File: config.mk
export PLATFORM = sky130hd
export DESIGN_NAME = acst_store_dp
export DESIGN_NICKNAME = d
export VERILOG_FILES = /design/src/inc/acst_pkg.sv /design/src/verilog/acst_sat_unit.sv /design/src/verilog/acst_store_dp.sv
export SDC_FILE = /design/constraint.sdc
export NUM_CORES = 1
export LEC_CHECK = 0
export BUFFER_PORTS_ARGS = -buffer_cell sky130_fd_sc_hd__buf_2
export CAP_MARGIN = 20
export CORE_MARGIN = 8
export CORE_UTILIZATION = 50
export CTS_CLUSTER_SIZE = 8
export DETAILED_ROUTE_END_ITERATION = 16
export PLACE_DENSITY_LB_ADDON = 0.05
export SLEW_MARGIN = 20
export SYNTH_ARGS = -nofsm -noshare
export SYNTH_HDL_FRONTEND = slang
export SYNTH_SLANG_ARGS = --single-unit
export TNS_END_PERCENT = 1
File: constraint.sdc
create_clock -name core_clk_i -period 8.85 [get_ports core_clk_i]
set_input_delay 0.885 -clock core_clk_i [delete_from_list [all_inputs] [get_ports core_clk_i]]
set_output_delay 0.885 -clock core_clk_i [all_outputs]
set_load 0.01 [all_outputs]
File: src/inc/acst_pkg.sv
package acst_pkg;
    // ----------------------------------------
    // widths
    // ----------------------------------------
    localparam int ACC_W = 40;
    localparam int ADDR_W = 24;
    localparam int REP_W = 8;
    localparam int NUM_ACC = 4;

    // ----------------------------------------
    // register offsets (byte addresses)
    // ----------------------------------------
    localparam logic [7:0] OFF_CTRL = 8'h00;
    localparam logic [7:0] OFF_ADDRX = 8'h04;
    localparam logic [7:0] OFF_ADDRY = 8'h08;
    localparam logic [7:0] OFF_CMD = 8'h0C;
    localparam logic [7:0] OFF_STAT = 8'h10;

    // ----------------------------------------
    // field positions
    // ----------------------------------------
    localparam int CTRL_LEG = 0;
    localparam int CTRL_SST = 1;
    localparam int CTRL_SXM = 2;
    localparam int CMD_OP_LSB = 0;
    localparam int CMD_ACC_LSB = 3;
    localparam int CMD_UNS = 5;
    localparam int CMD_SAT = 6;
    localparam int CMD_REP_LSB = 8;
    localparam int STAT_BUSY = 0;
    localparam int STAT_OVF = 1;
    localparam int STAT_BAD = 2;
    localparam int STAT_CNT_LSB = 8;

    // ----------------------------------------
    // clamp values and write constants
    // ----------------------------------------
    localparam logic [ACC_W-1:0] SAT_UNS = 40'h00_FFFF_FFFF;
    localparam logic [ACC_W-1:0] SAT_POS = 40'h00_7FFF_FFFF;
    localparam logic [ACC_W-1:0] SAT_NEG = 40'hFF_8000_0000;
    localparam logic [1:0] BE_WORD = 2'h3;
    localparam logic [1:0] BE_HI = 2'h2;
    localparam logic [1:0] BE_LO = 2'h1;
    localparam logic [ADDR_W-1:0] STEP_ONE = 24'h000001;
    localparam logic [ADDR_W-1:0] STEP_TWO = 24'h000002;

    // ----------------------------------------
    // types
    // ----------------------------------------
    typedef enum logic [2:0] {
        OP_WORD = 3'h0, OP_HIBYTE = 3'h1, OP_LOBYTE = 3'h2, OP_LONG = 3'h3,
        OP_SATLONG = 3'h4, OP_DUAL = 3'h5, OP_PAIRHI = 3'h6, OP_PAIRLO = 3'h7
    } acst_op_type;

    typedef enum logic [1:0] {ST_IDLE = 2'b01, ST_RUN = 2'b10} acst_st_type;

    typedef logic [NUM_ACC-1:0][ACC_W-1:0] acst_accs_type;

    typedef struct packed {
        logic we;
        logic [ADDR_W-1:0] addr;
        logic [15:0] data;
        logic [1:0] be;
    } acst_mem_type;

    typedef struct packed {
        logic psel;
        logic penable;
        logic pwrite;
        logic [7:0] paddr;
        logic [31:0] pwdata;
    } acst_apb_req_type;

    typedef struct packed {
        acst_st_type st;
        logic legacy;
        logic store_saturate_enable;
        logic sign_extension_mode;
        logic [ADDR_W-1:0] addr_x;
        logic [ADDR_W-1:0] addr_y;
        acst_op_type op;
        logic [1:0] acc;
        logic uns;
        logic sat;
        logic [REP_W-1:0] rep;
        logic ovf;
        logic bad;
        logic pready;
        logic pslverr;
        logic [31:0] prdata;
        acst_mem_type mem_a;
        acst_mem_type mem_b;
    } acst_state_type;
endpackage

File: src/verilog/acst_sat_unit.sv
`timescale 1ns/1ps
module acst_sat_unit (
    input wire logic [acst_pkg::ACC_W-1:0] acc_i,
    input wire logic uns_i,
    input wire logic sat_i,
    input wire logic legacy_i,
    input wire logic sst_i,
    input wire logic sign_extension_mode_i,
    output logic [acst_pkg::ACC_W-1:0] res_o,
    output logic ovf_o
);
    import acst_pkg::*;

    logic uns_eff;
    logic sat_eff;
    logic sign_in;

    // ----------------------------------------
    // qualifier forcing
    // ----------------------------------------
    // legacy with sst forces saturation; without sign_extension_mode also unsigned
    always_comb begin
        uns_eff = uns_i | (legacy_i & sst_i & ~sign_extension_mode_i);
        sat_eff = sat_i | (legacy_i & sst_i);
    end

    // ----------------------------------------
    // overflow check and clamp
    // ----------------------------------------
    // upper bits must match the input sign, or be zero when unsigned
    always_comb begin
        sign_in = acc_i[ACC_W-1];
        if (uns_eff) begin
            ovf_o = |acc_i[ACC_W-1:32];
        end else begin
            ovf_o = acc_i[ACC_W-1:31] != {9{sign_in}};
        end
        res_o = acc_i;
        if (sat_eff && ovf_o) begin
            if (uns_eff) begin
                res_o = SAT_UNS;
            end else if (sign_in) begin
                res_o = SAT_NEG;
            end else begin
                res_o = SAT_POS;
            end
        end
    end
endmodule

File: src/verilog/acst_store_dp.sv
// The implementer's own choices: the placing of the registers and the APB register port.
`timescale 1ns/1ps
// Summary of operation
// - qualifiers optional unless legacy and sst set
// - unsigned qualifier selects unsigned operand treatment
// - unsigned overflow clamps to 00FFFFFFFF
// - signed overflow clamps to 007FFFFFFF or FF80000000
// - saturating long store writes bits 31-0
// - saturating long store passes the shifter unit
// - legacy overflow compares input sign with msbs
// - legacy, sst, no sign_extension_mode force saturate unsigned
// - dual store writes bits 15-0 to first
// - dual store writes bits 31-16 to second
// - dual and low pair stores may repeat
// - low pair: selected low word, next low
// - pair store bypasses arithmetic, shifter, macs
// - pair store needs even accumulator zero or two
// - pair stores take selected and next accumulator
// - long word halves at address and address+1
// - word, high byte, low byte single-cycle stores
module acst_store_dp (
    input wire logic core_clk_i,
    input wire logic srst_i,
    input wire logic ce_i,
    input wire acst_pkg::acst_apb_req_type apb_i,
    output logic pready_o,
    output logic pslverr_o,
    output logic [31:0] prdata_o,
    input wire acst_pkg::acst_accs_type acc_i,
    output acst_pkg::acst_mem_type mem_a_o,
    output acst_pkg::acst_mem_type mem_b_o
);
    import acst_pkg::*;

    acst_state_type s_ff;
    acst_state_type nxt_s;
    logic [ACC_W-1:0] src;
    logic [ACC_W-1:0] pair_src;
    logic [ACC_W-1:0] sat_res;
    logic sat_ovf;
    logic busy;
    logic setup;
    logic wr_acc;
    logic is_pair;
    logic is_long;

    // ----------------------------------------
    // helpers
    // ----------------------------------------
    // one write beat on a memory port
    function automatic acst_mem_type beat(
        input logic [ADDR_W-1:0] addr,
        input logic [15:0] data,
        input logic [1:0] be
    );
        acst_mem_type m;
        m.we = 1'b1;
        m.addr = addr;
        m.data = data;
        m.be = be;
        return m;
    endfunction

    // operand taps straight off the accumulators
    assign src = acc_i[s_ff.acc];
    assign pair_src = acc_i[{s_ff.acc[1], 1'b1}];
    assign busy = s_ff.st == ST_RUN;
    assign setup = apb_i.psel & ~apb_i.penable;
    assign wr_acc = apb_i.psel & apb_i.penable & apb_i.pwrite & s_ff.pready & ~s_ff.pslverr;
    assign is_pair = s_ff.op == OP_PAIRHI || s_ff.op == OP_PAIRLO;
    assign is_long = is_pair || s_ff.op == OP_LONG || s_ff.op == OP_SATLONG;

    // ----------------------------------------
    // shifter path of the saturating store
    // ----------------------------------------
    acst_sat_unit u_sat (
        .acc_i(src),
        .uns_i(s_ff.uns),
        .sat_i(s_ff.sat),
        .legacy_i(s_ff.legacy),
        .sst_i(s_ff.store_saturate_enable),
        .sign_extension_mode_i(s_ff.sign_extension_mode),
        .res_o(sat_res),
        .ovf_o(sat_ovf)
    );

    // ----------------------------------------
    // next state
    // ----------------------------------------
    always_comb begin
        nxt_s = s_ff;
        nxt_s.mem_a.we = 1'b0;
        nxt_s.mem_b.we = 1'b0;
        nxt_s.pready = 1'b0;
        nxt_s.pslverr = 1'b0;

        // apb setup: prepare answer for the access phase
        if (setup) begin
            nxt_s.pready = 1'b1;
            nxt_s.prdata = '0;
            case (apb_i.paddr)
                OFF_CTRL: begin
                    nxt_s.prdata[CTRL_LEG] = s_ff.legacy;
                    nxt_s.prdata[CTRL_SST] = s_ff.store_saturate_enable;
                    nxt_s.prdata[CTRL_SXM] = s_ff.sign_extension_mode;
                end
                OFF_ADDRX: begin
                    nxt_s.prdata[ADDR_W-1:0] = s_ff.addr_x;
                end
                OFF_ADDRY: begin
                    nxt_s.prdata[ADDR_W-1:0] = s_ff.addr_y;
                end
                OFF_CMD: begin
                    nxt_s.prdata[CMD_OP_LSB+:3] = s_ff.op;
                    nxt_s.prdata[CMD_ACC_LSB+:2] = s_ff.acc;
                    nxt_s.prdata[CMD_UNS] = s_ff.uns;
                    nxt_s.prdata[CMD_SAT] = s_ff.sat;
                    nxt_s.prdata[CMD_REP_LSB+:REP_W] = s_ff.rep;
                    nxt_s.pslverr = apb_i.pwrite & busy;
                end
                OFF_STAT: begin
                    nxt_s.prdata[STAT_BUSY] = busy;
                    nxt_s.prdata[STAT_OVF] = s_ff.ovf;
                    nxt_s.prdata[STAT_BAD] = s_ff.bad;
                    nxt_s.prdata[STAT_CNT_LSB+:REP_W] = s_ff.rep;
                end
                default: begin
                    nxt_s.pslverr = 1'b1;
                end
            endcase
        end

        // apb write, effective at the access edge
        if (wr_acc) begin
            case (apb_i.paddr)
                OFF_CTRL: begin
                    nxt_s.legacy = apb_i.pwdata[CTRL_LEG];
                    nxt_s.store_saturate_enable = apb_i.pwdata[CTRL_SST];
                    nxt_s.sign_extension_mode = apb_i.pwdata[CTRL_SXM];
                end
                OFF_ADDRX: begin
                    nxt_s.addr_x = apb_i.pwdata[ADDR_W-1:0];
                end
                OFF_ADDRY: begin
                    nxt_s.addr_y = apb_i.pwdata[ADDR_W-1:0];
                end
                OFF_CMD: begin
                    nxt_s.op = acst_op_type'(apb_i.pwdata[CMD_OP_LSB+:3]);
                    nxt_s.acc = apb_i.pwdata[CMD_ACC_LSB+:2];
                    nxt_s.uns = apb_i.pwdata[CMD_UNS];
                    nxt_s.sat = apb_i.pwdata[CMD_SAT];
                    nxt_s.rep = apb_i.pwdata[CMD_REP_LSB+:REP_W];
                    nxt_s.st = ST_RUN;
                end
                OFF_STAT: begin
                    // write one to clear; a new event below wins
                    if (apb_i.pwdata[STAT_OVF]) begin
                        nxt_s.ovf = 1'b0;
                    end
                    if (apb_i.pwdata[STAT_BAD]) begin
                        nxt_s.bad = 1'b0;
                    end
                end
                default: begin
                end
            endcase
        end

        // one store beat per enabled cycle; only memory ports are written
        case (s_ff.st)
            ST_IDLE: begin
            end
            ST_RUN: begin
                case (s_ff.op)
                    OP_WORD: begin
                        nxt_s.mem_a = beat(s_ff.addr_x, src[15:0], BE_WORD);
                    end
                    OP_HIBYTE: begin
                        nxt_s.mem_a = beat(s_ff.addr_x, {src[7:0], 8'h00}, BE_HI);
                    end
                    OP_LOBYTE: begin
                        nxt_s.mem_a = beat(s_ff.addr_x, {8'h00, src[7:0]}, BE_LO);
                    end
                    OP_LONG: begin
                        nxt_s.mem_a = beat(s_ff.addr_x, src[31:16], BE_WORD);
                        nxt_s.mem_b = beat(s_ff.addr_x + STEP_ONE, src[15:0], BE_WORD);
                    end
                    OP_SATLONG: begin
                        // clamped value from the shifter path
                        nxt_s.mem_a = beat(s_ff.addr_x, sat_res[31:16], BE_WORD);
                        nxt_s.mem_b = beat(s_ff.addr_x + STEP_ONE, sat_res[15:0], BE_WORD);
                        if (sat_ovf) begin
                            nxt_s.ovf = 1'b1;
                        end
                    end
                    OP_DUAL: begin
                        nxt_s.mem_a = beat(s_ff.addr_x, src[15:0], BE_WORD);
                        nxt_s.mem_b = beat(s_ff.addr_y, src[31:16], BE_WORD);
                    end
                    OP_PAIRHI, OP_PAIRLO: begin
                        // direct path, no shifter or alu involved
                        if (s_ff.acc[0]) begin
                            nxt_s.bad = 1'b1;
                        end else if (s_ff.op == OP_PAIRHI) begin
                            nxt_s.mem_a = beat(s_ff.addr_x, src[31:16], BE_WORD);
                            nxt_s.mem_b = beat(s_ff.addr_x + STEP_ONE, pair_src[31:16], BE_WORD);
                        end else begin
                            nxt_s.mem_a = beat(s_ff.addr_x, src[15:0], BE_WORD);
                            nxt_s.mem_b = beat(s_ff.addr_x + STEP_ONE, pair_src[15:0], BE_WORD);
                        end
                    end
                    default: begin
                    end
                endcase
                // repeat with address post-increment
                if (s_ff.rep == '0 || (is_pair && s_ff.acc[0])) begin
                    nxt_s.st = ST_IDLE;
                    nxt_s.rep = '0;
                end else begin
                    nxt_s.rep = s_ff.rep - 1'b1;
                    nxt_s.addr_x = s_ff.addr_x + (is_long ? STEP_TWO : STEP_ONE);
                    nxt_s.addr_y = s_ff.addr_y + STEP_ONE;
                end
            end
            default: begin
                nxt_s.st = ST_IDLE;
            end
        endcase
    end

    // ----------------------------------------
    // state register, frozen while ce_i is low
    // ----------------------------------------
    always_ff @(posedge core_clk_i) begin
        if (srst_i) begin
            s_ff <= '0;
            s_ff.st <= ST_IDLE;
        end else if (ce_i) begin
            s_ff <= nxt_s;
        end
    end

    // outputs straight from the state register
    assign pready_o = s_ff.pready;
    assign pslverr_o = s_ff.pslverr;
    assign prdata_o = s_ff.prdata;
    assign mem_a_o = s_ff.mem_a;
    assign mem_b_o = s_ff.mem_b;

    logic run_sat;
    logic run_op;
    logic [31:0] stored;
    assign run_op = ce_i && busy;
    assign run_sat = run_op && s_ff.op == OP_SATLONG;
    assign stored = {s_ff.mem_a.data, s_ff.mem_b.data};
endmodule

==> results.md <==
- Vias: 12600
- Ys flop type: dfxtp_1
- Cells after Synth: 1592
- Final Hold Viols: 0
- Crit-path max cell delay: 1200 ps
- Global route overflow: 0
- Dpl ws: 4550 ps
- Cts bufs inserted: 17
- Relative slew slack: 25.9%
- Total clock sinks: 181
- Max-slew violation count: 0
- Async SR Flop Fraction: 0%
- Depth of the CTS H-tree: 4
- TritonCTS clock tree: built
- Register area share after synthesis: 28.7%
- Largest net degree at the start of global routing: 127
- CP required: 9180 ps
- GRT Overall Usage: 27.1%
- Core Area: 0.0250 mm^2
- Pwr Density: 128 mW/mm^2
- Final GP Congestion: 0.882
- Final worst setup slack: 4800 ps
- Dpl hpwl: 31.9 mm
- DP Area: 0.0133 mm^2
- DRT Pass-1 Iters: 6
- Setup Buffers After CTS: 0
- Clock tree buffer depth: 2
- Setup CP Type: input port to register
- Synth Warn #: 0
- Cell variety after synth: 71
- Via-to-Cell Ratio: 6.22
- Fraction of layout cells with a size suffix above 1: 25.2%
- Slowest CP cell: a21oi_1
- Max_cap viols: 0
- CP Cell Sequence: buf_2, buf_4, clkinv_1, a21oi_1, o21ai_0, a221oi_1
- Highest clock rate: 247 MHz
- CTS clock-pin slew for the worst setup and hold paths: 70 ps
- Die height: 175 um
- Setup Skew: 16.0 ps
- Post-CTS Resized: 0
- Wire per inst: 21.4 um
- Worst setup SP type: input port
- Clk_lat worst skew: 440 ps
- Layout Nets: 1896
- Die area: 0.0306 mm^2
- Most frequent cells in the layout: 308 x buf_2, 179 x dfxtp_1, 163 x nor2_1
- Routed wire length: 43.3 mm
- Fillers: 2439
- # hold bufs at CTS: 0
- # setup viols final: 0
- Crit Path Max Fanout: 76
- CP Buf/Inv Count: 3
- Arr. time, crit path: 4380 ps
- Top-Level Pins: 326
- Hold Path Class: register to register
- Setup TNS Final: 0 ps
- Area Overhead vs Synth: 10.3%
- DRT iter0 DRCs: 1330
- Antenna violations before repair: 2
- Final instance area: 0.0139 mm^2
- Critical Path Sink Type: register
- Static leakage: 0.00515 uW
- RSZ-0062 raised after global routing: false
- Status: finished, final reports clean
- Min Tclk post-route: 4050 ps
- Post-synth EDFFs: 0
- Post-route clock period utilization: 45.8%
- Post-Syn Area: 0.0126 mm^2
- DRC: 0
- Antenna viol nets, final: 0
- Most common cell after layout, fill and taps aside: buf_2
- Num rows: 58
- Syn Area/Cell: 7.92 um^2
- Worst-Margin Slew: 1110 ps
- Top delay family on crit path: compound AO/OA/AOI/OAI gates
- Die extent in x: 175 um
- Port bufs: 309
- Vias in the first global route: 11700
- CTS root buffer: clkbuf_16
- Worst vdd ir: 115 uV
- Number of synthesized register bits: 181
- Starting Density: 50.5%
- First-pass GRT wire length: 67.3 mm
## cell type report
cell class	instances	area (um^2)	area share (%)
multi-input combinational	1124	7420	53.4
sequential	181	3630	26.1
timing repair buffer	326	1690	12.2
clock buffer	17	425	3.06
tap	330	413	2.97
clock inverter	15	203	1.46
inverter	31	116	0.837
antenna	2	5.00	0.0360
## tightest hold or removal path, stage by stage, from the launching register on
cell and delay (ps):
dfxtp_1 310, nand2_1 50, a21oi_1 50
## logic make-up after synthesis
| kind of cell | Yosys count | share of synthesized area (%) |
|---|---|---|
| other cells | 1 | 0.0297 |
| fa+ha+maj | 9 | 0.953 |
| simple gates | 510 | 18.8 |
| compound gates | 478 | 25.5 |
| xor+xnor | 32 | 2.22 |
| buf+inv | 294 | 12.8 |
| mux | 87 | 10.9 |
| flops | 181 | 28.7 |
## state kept, by name, indices dropped and copies added (netlist names)
name and flops:
prdata_o 24, mem_a_o 43, pslverr_o 1, mem_b_o 42, s_ff 70, pready_o 1
## through the flow
stage,std cells,hold slack [ps],util (%),power [uW]
after floorplan,1599,437,-,919
after global placement,1991,441,53.0,987
after detailed placement,1992,446,53.1,989
after CTS,2024,456,55.6,1790
after global routing,2026,469,55.7,1830
final,2026,454,55.7,1780
## cell usage after synthesis, drive strengths merged, types with 21 or more instances
| master | number | area [um^2] |
|---|---|---|
| inv | 30 | 113 |
| buf | 158 | 1110 |
| xnor2 | 25 | 219 |
| a221oi | 46 | 409 |
| nand2 | 154 | 581 |
| nand3 | 39 | 200 |
| mux4 | 40 | 901 |
| nor3 | 60 | 312 |
| clkbuf | 105 | 394 |
| a211oi | 59 | 443 |
| o221ai | 21 | 184 |
| mux2i | 40 | 400 |
| o21ai | 96 | 480 |
| nor2 | 164 | 616 |
| dfxtp | 181 | 3620 |
| a21oi | 107 | 547 |
| o22ai | 41 | 257 |
## metal layers
layer  vias up  GRT usage [%]  routed length [um]
met3        43           5.94                4220
met1      5987           40.3               20000
li1       5953              -                   -
met4         0           6.43                 642
met2       615           38.9               18400
met5         -              0                   0
## power breakdown
part / switching, uW / internal [uW]
registers: 6.04 / 819
clock network: 396 / 412
logic: 84.0 / 63.5
total: 486 / 1290
## path summary, 6_finish.rpt
path	startpoint	endpoint	slack (ps)	depth (start not counted)
max	ce_i	s_ff[139]$_SDFFE_PP0P_	4800	6
min	mem_a_o[25]$_SDFFE_PP0P_	mem_a_o[25]$_SDFFE_PP0P_	450	2
max reg2reg	s_ff[135]$_SDFFE_PP0P_	s_ff[183]$_SDFFE_PP0P_	4990	9
min reg2reg	mem_a_o[25]$_SDFFE_PP0P_	mem_a_o[25]$_SDFFE_PP0P_	450	2
(Power assumes the default switching activity.)
